File: src/fsbs_pkg.sv
// shared constants and types of the forced stop brake sequencer
package fsbs_pkg;

  // register byte offsets
  localparam logic [7:0]  FSBS_CTRL_OFS      = 8'h00;
  localparam logic [7:0]  FSBS_DECEL_OFS     = 8'h04;
  localparam logic [7:0]  FSBS_ZSPD_OFS      = 8'h08;
  localparam logic [7:0]  FSBS_DELAY_OFS     = 8'h0c;
  localparam logic [7:0]  FSBS_COMP_OFS      = 8'h10;
  localparam logic [7:0]  FSBS_STATUS_OFS    = 8'h14;
  localparam logic [7:0]  FSBS_SPEED_OFS     = 8'h18;

  // control register fields
  localparam int          FSBS_CTRL_TORQUE   = 0;
  localparam int          FSBS_CTRL_MODE_LSB = 12;
  localparam logic [3:0]  FSBS_MODE_DECEL    = 4'h2;
  localparam logic [3:0]  FSBS_MODE_NODECEL  = 4'h0;

  // status register fields
  localparam int          FSBS_ST_STOERR     = 0;
  localparam int          FSBS_ST_ZERO       = 1;
  localparam int          FSBS_ST_WARN       = 2;
  localparam int          FSBS_ST_STATE_LSB  = 4;

  // reset values
  localparam logic [15:0] FSBS_CTRL_RST      = 16'h2000;
  localparam logic [15:0] FSBS_DECEL_RST     = 16'h0064;
  localparam logic [15:0] FSBS_ZSPD_RST      = 16'h0032;
  localparam logic [15:0] FSBS_DELAY_RST     = 16'h0000;
  localparam logic [15:0] FSBS_COMP_RST      = 16'h0000;

  // zero speed switches off this far above its threshold (r/min)
  localparam logic [15:0] FSBS_ZSPD_HYST     = 16'h0014;
  // speed that the deceleration time constant refers to (r/min)
  localparam logic [15:0] FSBS_RATED_SPEED   = 16'h0bb8;

  // timing: clock period and one millisecond, both in ns
  localparam int          FSBS_CLK_NS        = 4;
  localparam int          FSBS_MS_NS         = 1000000;
  localparam int          FSBS_CYC_PER_MS    = FSBS_MS_NS / FSBS_CLK_NS;

  localparam logic [1:0]  FSBS_HTRANS_NONSEQ = 2'h2;

  typedef enum logic [2:0] {
    FSBS_RUN  = 3'b000,
    FSBS_RAMP = 3'b001,
    FSBS_LIFT = 3'b010,
    FSBS_HOLD = 3'b011,
    FSBS_SHUT = 3'b100
  } fsbs_state_type;

  typedef struct packed {
    logic        hsel;
    logic [31:0] haddr;
    logic [1:0]  htrans;
    logic        hwrite;
    logic [2:0]  hsize;
    logic        hready;
    logic [31:0] hwdata;
  } fsbs_ahb_req_type;

  typedef struct packed {
    logic        brake_interlock_output;
    logic        base_power_on;
    logic        dynamic_brake_on;
    logic        forced_stop_warning;
    logic        lift_request;
  } fsbs_drive_type;

endpackage : fsbs_pkg

File: src/fsbs_sequencer.sv
// forced stop brake sequencer with its AHB-Lite register slave
module fsbs_sequencer #(
  parameter int CYC_PER_MS = fsbs_pkg::FSBS_CYC_PER_MS
) (
  input  wire logic                     MCLK,
  input  wire logic                     NRST,
  input  fsbs_pkg::fsbs_ahb_req_type    AHB_REQ,
  output logic [31:0]                   HRDATA,
  output logic                          HREADYOUT,
  output logic                          HRESP,
  input  wire logic                     FORCED_STOP_INPUT,
  input  wire logic                     ALARM_IN,
  input  wire logic                     NET_LOST,
  input  wire logic                     SERVO_ON,
  input  wire logic                     READY_ON,
  input  wire logic                     STO_IN,
  input  wire logic [15:0]              MOTOR_SPEED,
  output fsbs_pkg::fsbs_drive_type      DRIVE,
  output logic [15:0]                   SPEED_CMD,
  output logic                          SPEED_CMD_ACTIVE,
  output logic [15:0]                   LIFT_AMOUNT,
  output logic                          ZERO_SPEED_FLAG,
  output logic                          SAFE_TORQUE_TIMING_ERROR
);
  import fsbs_pkg::*;

  // registers written by software
  logic [15:0]     ctrl_reg;
  logic [15:0]     decel_reg;
  logic [15:0]     zspd_reg;
  logic [15:0]     delay_reg;
  logic [15:0]     comp_reg;

  // bus data phase
  logic            wr_pend_reg;
  logic [7:0]      wr_addr_reg;
  logic [31:0]     rdata_reg;
  logic            addr_phase;

  // sequencer
  fsbs_state_type  state_reg;
  fsbs_state_type  state_next;
  logic [15:0]     cmd_reg;
  logic [39:0]     acc_reg;
  logic [31:0]     pre_reg;
  logic [15:0]     ms_reg;
  logic            sto_err_reg;
  fsbs_drive_type  drive_reg;
  fsbs_drive_type  drive_next;

  logic            zero_flag;
  logic            trigger;
  logic            link_ok;
  logic            decel_en;
  logic            decel_off;
  logic            torque_mode;
  logic            freefall_ok;
  logic            ramp_done;
  logic            ms_tick;
  logic            sto_clear;
  logic [39:0]     acc_limit;
  logic [39:0]     acc_sum;

  fsbs_zero_speed u_zero (
    .MCLK            (MCLK),
    .NRST            (NRST),
    .MOTOR_SPEED     (MOTOR_SPEED),
    .THRESHOLD       (zspd_reg),
    .ZERO_SPEED_FLAG (zero_flag)
  );

  // ---------------------------------------------------------------- bus slave
  // zero wait states: read data are latched during the address phase
  assign addr_phase = AHB_REQ.hsel && AHB_REQ.hready && AHB_REQ.htrans == FSBS_HTRANS_NONSEQ;
  assign HREADYOUT  = 1'b1;
  assign HRESP      = 1'b0;
  assign HRDATA     = rdata_reg;

  always_ff @(posedge MCLK) begin
    if (!NRST) begin
      wr_pend_reg <= 1'b0;
      wr_addr_reg <= 8'h00;
    end else begin
      wr_pend_reg <= addr_phase && AHB_REQ.hwrite;
      wr_addr_reg <= AHB_REQ.haddr[7:0];
    end
  end

  always_ff @(posedge MCLK) begin
    if (!NRST) begin
      rdata_reg <= 32'h00000000;
    end else if (addr_phase && !AHB_REQ.hwrite) begin
      if (AHB_REQ.haddr[7:0] == FSBS_CTRL_OFS) begin
        rdata_reg <= {16'h0000, ctrl_reg};
      end else if (AHB_REQ.haddr[7:0] == FSBS_DECEL_OFS) begin
        rdata_reg <= {16'h0000, decel_reg};
      end else if (AHB_REQ.haddr[7:0] == FSBS_ZSPD_OFS) begin
        rdata_reg <= {16'h0000, zspd_reg};
      end else if (AHB_REQ.haddr[7:0] == FSBS_DELAY_OFS) begin
        rdata_reg <= {16'h0000, delay_reg};
      end else if (AHB_REQ.haddr[7:0] == FSBS_COMP_OFS) begin
        rdata_reg <= {16'h0000, comp_reg};
      end else if (AHB_REQ.haddr[7:0] == FSBS_STATUS_OFS) begin
        rdata_reg <= {25'h0000000, state_reg, 1'b0, drive_reg.forced_stop_warning,
                      zero_flag, sto_err_reg};
      end else if (AHB_REQ.haddr[7:0] == FSBS_SPEED_OFS) begin
        rdata_reg <= {15'h0000, SPEED_CMD_ACTIVE, cmd_reg};
      end else begin
        rdata_reg <= 32'h00000000;
      end
    end
  end

  // comp_reg holds the freefall compensation amount, zero disables it
  // zspd_reg holds the programmable zero speed threshold
  always_ff @(posedge MCLK) begin
    if (!NRST) begin
      ctrl_reg  <= FSBS_CTRL_RST;
      decel_reg <= FSBS_DECEL_RST;
      zspd_reg  <= FSBS_ZSPD_RST;
      delay_reg <= FSBS_DELAY_RST;
      comp_reg  <= FSBS_COMP_RST;
    end else if (wr_pend_reg) begin
      if (wr_addr_reg == FSBS_CTRL_OFS) begin
        ctrl_reg <= AHB_REQ.hwdata[15:0];
      end else if (wr_addr_reg == FSBS_DECEL_OFS) begin
        decel_reg <= AHB_REQ.hwdata[15:0];
      end else if (wr_addr_reg == FSBS_ZSPD_OFS) begin
        zspd_reg <= AHB_REQ.hwdata[15:0];
      end else if (wr_addr_reg == FSBS_DELAY_OFS) begin
        delay_reg <= AHB_REQ.hwdata[15:0];
      end else if (wr_addr_reg == FSBS_COMP_OFS) begin
        comp_reg <= AHB_REQ.hwdata[15:0];
      end
    end
  end

  assign sto_clear = wr_pend_reg && wr_addr_reg == FSBS_STATUS_OFS
                     && AHB_REQ.hwdata[FSBS_ST_STOERR];

  // ------------------------------------------------------------ trigger decode
  // network loss and alarm trigger like the forced stop input
  assign trigger     = !FORCED_STOP_INPUT || ALARM_IN || NET_LOST;
  assign link_ok     = SERVO_ON && READY_ON;
  assign decel_en    = ctrl_reg[FSBS_CTRL_MODE_LSB +: 4] == FSBS_MODE_DECEL;
  assign decel_off   = !decel_en;
  assign torque_mode = ctrl_reg[FSBS_CTRL_TORQUE];
  // nonzero amount, trigger at zero speed, delay function on
  assign freefall_ok = comp_reg != 16'h0000 && zero_flag && delay_reg != 16'h0000;
  assign ramp_done   = cmd_reg == 16'h0000 && zero_flag;

  always_comb begin
    state_next = state_reg;
    case (state_reg)
      FSBS_RUN: begin
        if (trigger) begin
          // without servo-on and ready-on go straight to shut-off
          if (!link_ok) begin
            state_next = FSBS_SHUT;
          // deceleration disabled stops by dynamic brake at once
          end else if (decel_off) begin
            state_next = FSBS_SHUT;
          end else if (freefall_ok) begin
            state_next = FSBS_LIFT;
          // torque mode skips the ramp but keeps the delay
          end else if (torque_mode) begin
            state_next = FSBS_HOLD;
          end else begin
            state_next = FSBS_RAMP;
          end
        end
      end
      FSBS_RAMP: begin
        if (!STO_IN || !link_ok) begin
          state_next = FSBS_SHUT;
        // ramp complete and speed at zero
        end else if (ramp_done) begin
          state_next = FSBS_HOLD;
        end
      end
      FSBS_LIFT: begin
        state_next = link_ok ? FSBS_HOLD : FSBS_SHUT;
      end
      FSBS_HOLD: begin
        if (!link_ok || ms_reg >= delay_reg) begin
          state_next = FSBS_SHUT;
        end
      end
      FSBS_SHUT: begin
        // restart only once every trigger has cleared
        if (!trigger && link_ok) begin
          state_next = FSBS_RUN;
        end
      end
      default: begin
        state_next = FSBS_SHUT;
      end
    endcase
  end

  always_ff @(posedge MCLK) begin
    if (!NRST) begin
      state_reg <= FSBS_SHUT;
    end else begin
      state_reg <= state_next;
    end
  end

  // ------------------------------------------------------------ linear ramp
  // rated speed is added each clock; one r/min step when the sum
  // passes time constant times cycles per ms, so rated speed falls in T ms
  assign acc_limit = 40'(decel_reg) * 40'(CYC_PER_MS);
  assign acc_sum   = acc_reg + 40'(FSBS_RATED_SPEED);

  // the command starts from the measured speed and falls to zero
  always_ff @(posedge MCLK) begin
    if (!NRST) begin
      cmd_reg <= 16'h0000;
      acc_reg <= 40'h0000000000;
    end else if (state_reg == FSBS_RUN) begin
      cmd_reg <= MOTOR_SPEED;
      acc_reg <= 40'h0000000000;
    end else if (state_reg == FSBS_RAMP && cmd_reg != 16'h0000) begin
      if (acc_sum >= acc_limit) begin
        acc_reg <= acc_sum - acc_limit;
        cmd_reg <= cmd_reg[15] ? cmd_reg + 16'h0001 : cmd_reg - 16'h0001;
      end else begin
        acc_reg <= acc_sum;
      end
    end else if (state_reg != FSBS_RAMP) begin
      cmd_reg <= 16'h0000;
      acc_reg <= 40'h0000000000;
    end
  end

  // ------------------------------------------------------------ delay timer
  assign ms_tick = pre_reg == 32'(CYC_PER_MS - 1);

  // millisecond count from brake interlock drop to shut-off
  always_ff @(posedge MCLK) begin
    if (!NRST || state_reg != FSBS_HOLD) begin
      pre_reg <= 32'h00000000;
      ms_reg  <= 16'h0000;
    end else if (ms_tick) begin
      pre_reg <= 32'h00000000;
      ms_reg  <= ms_reg + 16'h0001;
    end else begin
      pre_reg <= pre_reg + 32'h00000001;
    end
  end

  // safe torque off during the ramp; a new error wins over a clear
  always_ff @(posedge MCLK) begin
    if (!NRST) begin
      sto_err_reg <= 1'b0;
    end else if (state_reg == FSBS_RAMP && !STO_IN) begin
      sto_err_reg <= 1'b1;
    end else if (sto_clear) begin
      sto_err_reg <= 1'b0;
    end
  end

  // ------------------------------------------------------------ drive outputs
  always_comb begin
    drive_next.brake_interlock_output = state_next == FSBS_RUN || state_next == FSBS_RAMP
                                        || state_next == FSBS_LIFT;
    drive_next.base_power_on          = state_next != FSBS_SHUT;
    drive_next.dynamic_brake_on       = state_next == FSBS_SHUT;
    // warning for the whole sequence while the forced stop input is off
    drive_next.forced_stop_warning    = state_next != FSBS_RUN && !FORCED_STOP_INPUT;
    // lift request before the power stage is cut
    drive_next.lift_request           = state_next == FSBS_LIFT;
  end

  // power stage starts shut off until the first clean run
  always_ff @(posedge MCLK) begin
    if (!NRST) begin
      drive_reg <= '{brake_interlock_output: 1'b0, base_power_on: 1'b0,
                     dynamic_brake_on: 1'b1, forced_stop_warning: 1'b0,
                     lift_request: 1'b0};
    end else begin
      drive_reg <= drive_next;
    end
  end

  assign DRIVE                    = drive_reg;
  assign SPEED_CMD                = cmd_reg;
  assign SPEED_CMD_ACTIVE         = state_reg == FSBS_RAMP;
  assign LIFT_AMOUNT              = comp_reg;
  assign ZERO_SPEED_FLAG          = zero_flag;
  assign SAFE_TORQUE_TIMING_ERROR = sto_err_reg;

  // ------------------------------------------------------------ checks
  ramp_entry_a : assert property (@(posedge MCLK) disable iff (!NRST)
    (state_reg == FSBS_RUN && trigger && link_ok && decel_en && !torque_mode && !freefall_ok)
      |=> state_reg == FSBS_RAMP && DRIVE.brake_interlock_output && DRIVE.base_power_on)
    else $error("forced stop did not start the ramp");

  ramp_done_a : assert property (@(posedge MCLK) disable iff (!NRST)
    (state_reg == FSBS_RAMP && STO_IN && link_ok && ramp_done)
      |=> state_reg == FSBS_HOLD ##0 !DRIVE.brake_interlock_output && DRIVE.base_power_on)
    else $error("finished ramp did not drop the brake interlock");

  warn_seq_a : assert property (@(posedge MCLK) disable iff (!NRST)
    (state_reg != FSBS_RUN && !FORCED_STOP_INPUT && $past(!FORCED_STOP_INPUT && NRST))
      |-> DRIVE.forced_stop_warning)
    else $error("forced stop warning missing during sequence");

  torque_skip_a : assert property (@(posedge MCLK) disable iff (!NRST)
    (state_reg == FSBS_RUN && torque_mode) |=> state_reg != FSBS_RAMP)
    else $error("ramp entered in torque mode");

  link_off_a : assert property (@(posedge MCLK) disable iff (!NRST)
    (state_reg != FSBS_SHUT && !link_ok && (trigger || state_reg != FSBS_RUN))
      |=> state_reg == FSBS_SHUT && DRIVE.dynamic_brake_on && !DRIVE.base_power_on)
    else $error("sequence continued without servo-on and ready-on");

  delay_end_a : assert property (@(posedge MCLK) disable iff (!NRST)
    (state_reg == FSBS_HOLD && link_ok && ms_reg < delay_reg) |=> DRIVE.base_power_on
      && !DRIVE.brake_interlock_output)
    else $error("base circuit cut before shut-off delay");

  lift_gate_a : assert property (@(posedge MCLK) disable iff (!NRST)
    $rose(DRIVE.lift_request) |-> $past(comp_reg != 16'h0000 && delay_reg != 16'h0000
      && zero_flag))
    else $error("lift requested without amount or delay");

  lift_pulse_a : assert property (@(posedge MCLK) disable iff (!NRST)
    (DRIVE.lift_request && link_ok) |=> !DRIVE.lift_request ##0 DRIVE.base_power_on)
    else $error("lift request not a single pulse before shut-off");

  alarm_db_a : assert property (@(posedge MCLK) disable iff (!NRST)
    (state_reg == FSBS_RUN && ALARM_IN && decel_off) |=> state_reg == FSBS_SHUT)
    else $error("alarm with deceleration disabled did not brake at once");

  sto_error_a : assert property (@(posedge MCLK) disable iff (!NRST)
    (state_reg == FSBS_RAMP && !STO_IN) |=> SAFE_TORQUE_TIMING_ERROR && state_reg == FSBS_SHUT)
    else $error("safe torque off during ramp not flagged");

endmodule : fsbs_sequencer

File: src/fsbs_zero_speed.sv
// zero speed detector with hysteresis
module fsbs_zero_speed (
  input  wire logic        MCLK,
  input  wire logic        NRST,
  input  wire logic [15:0] MOTOR_SPEED,
  input  wire logic [15:0] THRESHOLD,
  output logic             ZERO_SPEED_FLAG
);
  import fsbs_pkg::*;

  logic [15:0] speed_abs;
  logic [16:0] off_level;
  logic        zero_reg;

  assign speed_abs = MOTOR_SPEED[15] ? 16'(-MOTOR_SPEED) : MOTOR_SPEED;
  assign off_level = {1'b0, THRESHOLD} + {1'b0, FSBS_ZSPD_HYST};

  // on at threshold, off above threshold plus hysteresis
  always_ff @(posedge MCLK) begin
    if (!NRST) begin
      zero_reg <= 1'b1;
    end else if (speed_abs <= THRESHOLD) begin
      zero_reg <= 1'b1;
    end else if ({1'b0, speed_abs} > off_level) begin
      zero_reg <= 1'b0;
    end
  end

  assign ZERO_SPEED_FLAG = zero_reg;

  zero_on_a : assert property (@(posedge MCLK) disable iff (!NRST)
    speed_abs <= THRESHOLD |=> ZERO_SPEED_FLAG)
    else $error("zero speed flag not set at threshold");

  zero_off_a : assert property (@(posedge MCLK) disable iff (!NRST)
    {1'b0, speed_abs} > off_level |=> !ZERO_SPEED_FLAG)
    else $error("zero speed flag not cleared above off level");

  zero_hold_a : assert property (@(posedge MCLK) disable iff (!NRST)
    (speed_abs > THRESHOLD && {1'b0, speed_abs} <= off_level && $stable(THRESHOLD))
      |=> ZERO_SPEED_FLAG == $past(ZERO_SPEED_FLAG))
    else $error("zero speed flag moved inside hysteresis band");

endmodule : fsbs_zero_speed

File: config.mk
export PLATFORM = sky130hd
export DESIGN_NAME = fsbs_sequencer
export DESIGN_NICKNAME = d
export VERILOG_FILES = /design/src/fsbs_pkg.sv /design/src/fsbs_sequencer.sv /design/src/fsbs_zero_speed.sv
export SDC_FILE = /design/constraint.sdc
export NUM_CORES = 1
export LEC_CHECK = 0
export BUFFER_PORTS_ARGS = -buffer_cell sky130_fd_sc_hd__buf_2
export CAP_MARGIN = 30
export CORE_UTILIZATION = 39
export DETAILED_ROUTE_END_ITERATION = 7
export PLACE_DENSITY = 0.6
export RECOVER_POWER = 100
export SLEW_MARGIN = 40
export SYNTH_ARGS = -nofsm -noshare
export SYNTH_HDL_FRONTEND = slang
export SYNTH_SLANG_ARGS = --single-unit
export TNS_END_PERCENT = 30
File: constraint.sdc
create_clock -name MCLK -period 10.3 [get_ports MCLK]
set_input_delay 1.03 -clock MCLK [delete_from_list [all_inputs] [get_ports MCLK]]
set_output_delay 1.03 -clock MCLK [all_outputs]
set_load 0.02 [all_outputs]
==> results.sh <==
export IMPL_status="finished with violations"
export IMPL_violations="capacitance limit, slew limit"
export IMPL_crit_arrival_ps=9660
export IMPL_synth_area_per_cell_um2=8.15
export IMPL_crit_slowest_cell="clkbuf_1"
export IMPL_postCtsSetupBuffers=0
export IMPL_row_count=77
export IMPL_grt_pass1_wl_um=82500
export IMPL_cp_start_kind="flip-flop"
export IMPL_setup_tns_ps=0
export IMPL_slew_violations=200
export IMPL_core_um2=44600
export IMPL_port_buffers=109
export IMPL_antenna_cells=0
export IMPL_vias=16000
export IMPL_track_usage=0.219
export IMPL_cts_resized=0
export IMPL_cts_hold_fix_buffers=0
export IMPL_synth_enable_flop_cells=0
export IMPL_gr_usage_met3=0.0289
export IMPL_fin_util=0.440
export IMPL_crit_fanout=31
export IMPL_synth_cells=2187
export IMPL_die_area_um2=46500
export IMPL_relSlewSlack=-1.42
export IMPL_fin_crit_ps=9250
export IMPL_clock_sinks=217
export IMPL_area_delta_synth_final_pct=10.1
export IMPL_synthArstFlopShare=0
export IMPL_setup_ws_ps=1050
export IMPL_ys_warnings_count=0
export IMPL_hold_viol=0
export IMPL_drt_initial_drc_count=965
export IMPL_wirelength_um=51900
export IMPL_ir_drop_v=0.000113
export IMPL_die_y_um=216
export IMPL_cp_end_kind="flip-flop"
export IMPL_drcViolationCount=0
export IMPL_die_x_um=216
export IMPL_cts_tree="done"
export IMPL_ys_flop_type="dfxtp_1"
export IMPL_grt_max_degree=92
export IMPL_busiest_layer="met2"
export IMPL_clock_tree_buffer_depth=3
export IMPL_leakage_nw=8.25
export IMPL_fin_crit_sh=0.898
export IMPL_rsz0062_at_grt="false"
export IMPL_grtUsageMet2=0.357
export IMPL_post_drt_via_cell_ratio=5.59
export IMPL_path_clk_slew_ps=60
export IMPL_layoutNonFillerInstCount=2860
export IMPL_worstSkewPairLatency_ps=570
export IMPL_dp_cells=2811
export IMPL_max_freq_ghz=0.108
export IMPL_first_pass_iters=6
export IMPL_min_path_type="flip-flop to flip-flop"
export IMPL_pre_cts_ws_ps=1070
export IMPL_critPathKind="flip-flop to flip-flop"
export IMPL_cpMostUsedCell="fa_1"
export IMPL_nets=2602
export IMPL_num_io_pins=170
export IMPL_layout_commonest_cell="nand2_1"
export IMPL_met1_usage=0.296
export IMPL_critPathMaxStageDelay_ps=1160
export IMPL_ant_nets=0
export IMPL_dp_hpwl_um=39900
export IMPL_wl_per_cell_um=18.1
export IMPL_finClkSkew_ps=17.9
export IMPL_syn_area_um2=17800
export IMPL_required_ps=10720
export IMPL_largest_register_ffs=37
export IMPL_maxCapViolations=4
export IMPL_synth_area_leader_cell="dfxtp_1"
export IMPL_final_cell_mix="nand2_1 (283), dfxtp_1 (217), ha_1 (201)"
export IMPL_initial_core_util=0.399
export IMPL_antenna_found_initial=1
export IMPL_root_buffer="clkbuf_16"
export IMPL_grt_pass1_vias=15300
export IMPL_drive_gt1_frac=0.0595
export IMPL_cts_made_buffers=27
export IMPL_p_per_area_nw_per_um2=101
export IMPL_synthTopCellsByArea="dfxtp_1 (24%), ha_1 (14%), fa_1 (6.4%)"
export IMPL_finalSetupViolCount=0
export IMPL_grt_overflow=0
export IMPL_synth_seq_cells=217
export IMPL_tightest_slew_ps=3640
export IMPL_h_tree_depth=1
export IMPL_gp_congestion=0.921
export IMPL_synthDominantCellAreaShare=0.244
export IMPL_power_w=0.00198
export IMPL_ys_types=76
export IMPL_yosysSeqAreaShare=0.244
-- Yosys cell counts, types with 17 or more instances --
master	number
nand2_1	285
dfxtp_1	217
ha_1	201
inv_1	160
nor2_1	144
a21oi_1	103
o21ai_0	95
xnor2_1	92
clkbuf_1	79
nand3_1	66
xor2_1	66
a21boi_0	65
fa_1	57
nand4_1	38
nor3_1	32
a21o_1	31
and3_1	31
nor2b_1	30
nand2b_1	26
mux2i_1	25
o211a_1	24
a22oi_1	23
nor4_1	20
and2_1	18
buf_4	18
a211oi_1	17
o211ai_1	17
-- cell families after synthesis --
logic type      share of synthesized area
flops                               0.244
buf+inv                            0.0606
xor+xnor                           0.0786
mux                                0.0140
other cells                      0.000422
simple gates                        0.205
compound gates                      0.193
fa+ha+maj                           0.205
-- final timing paths --
check                                  start         end  slack, ps  cells after the start
worst max register to register  decel_reg[1]  acc_reg[7]       1050                     29
worst max-delay path            decel_reg[1]  acc_reg[7]       1050                     29
worst min register to register    pre_reg[0]  pre_reg[0]        450                      1
worst min-delay path              pre_reg[0]  pre_reg[0]        450                      1
-- final cells by class --
class | count | area (µm²)
multi-input cells | 1719 | 12400
inverters | 161 | 604
fillers | 4476 | 25000
repair buffers | 122 | 556
clock inverters | 13 | 189
clock buffers | 36 | 739
flip-flops and latches | 217 | 4340
well taps | 592 | 741
-- per-stage QoR --
stage	hold WS (ps)	instance area, µm²
floorplan	418	17900
global placement	431	18800
detailed placement	439	18800
CTS	452	19700
global route	467	19600
finish	446	19600
-- worst max-delay path: cells and delay by family (launching register included) --
| family | cells | cell delay, ps |
|---|---|---|
| AOI/OAI and AO/OA | 7 | 1660 |
| xor gates and xnor gates | 1 | 260 |
| adders and majority gates | 8 | 3520 |
| buffers and inverters | 5 | 1480 |
| DFF | 1 | 570 |
| and+or+nand+nor | 8 | 1570 |
-- per-layer routing --
metal	wire, µm	vias up
met1	23800	7653
met2	23400	434
met3	2830	100
met4	1830	0
li1	-	7805
met5	0	-
-- where the power goes --
| group | switching, W | total [W] | internal [W] |
|---|---|---|---|
| clock | 0.000395 | 0.00100 | 0.000607 |
| combinational | 0.0000808 | 0.000129 | 0.0000478 |
| sequential | 0.00000623 | 0.000850 | 0.000844 |
No activity file was read; power rests on OpenSTA's default activity.
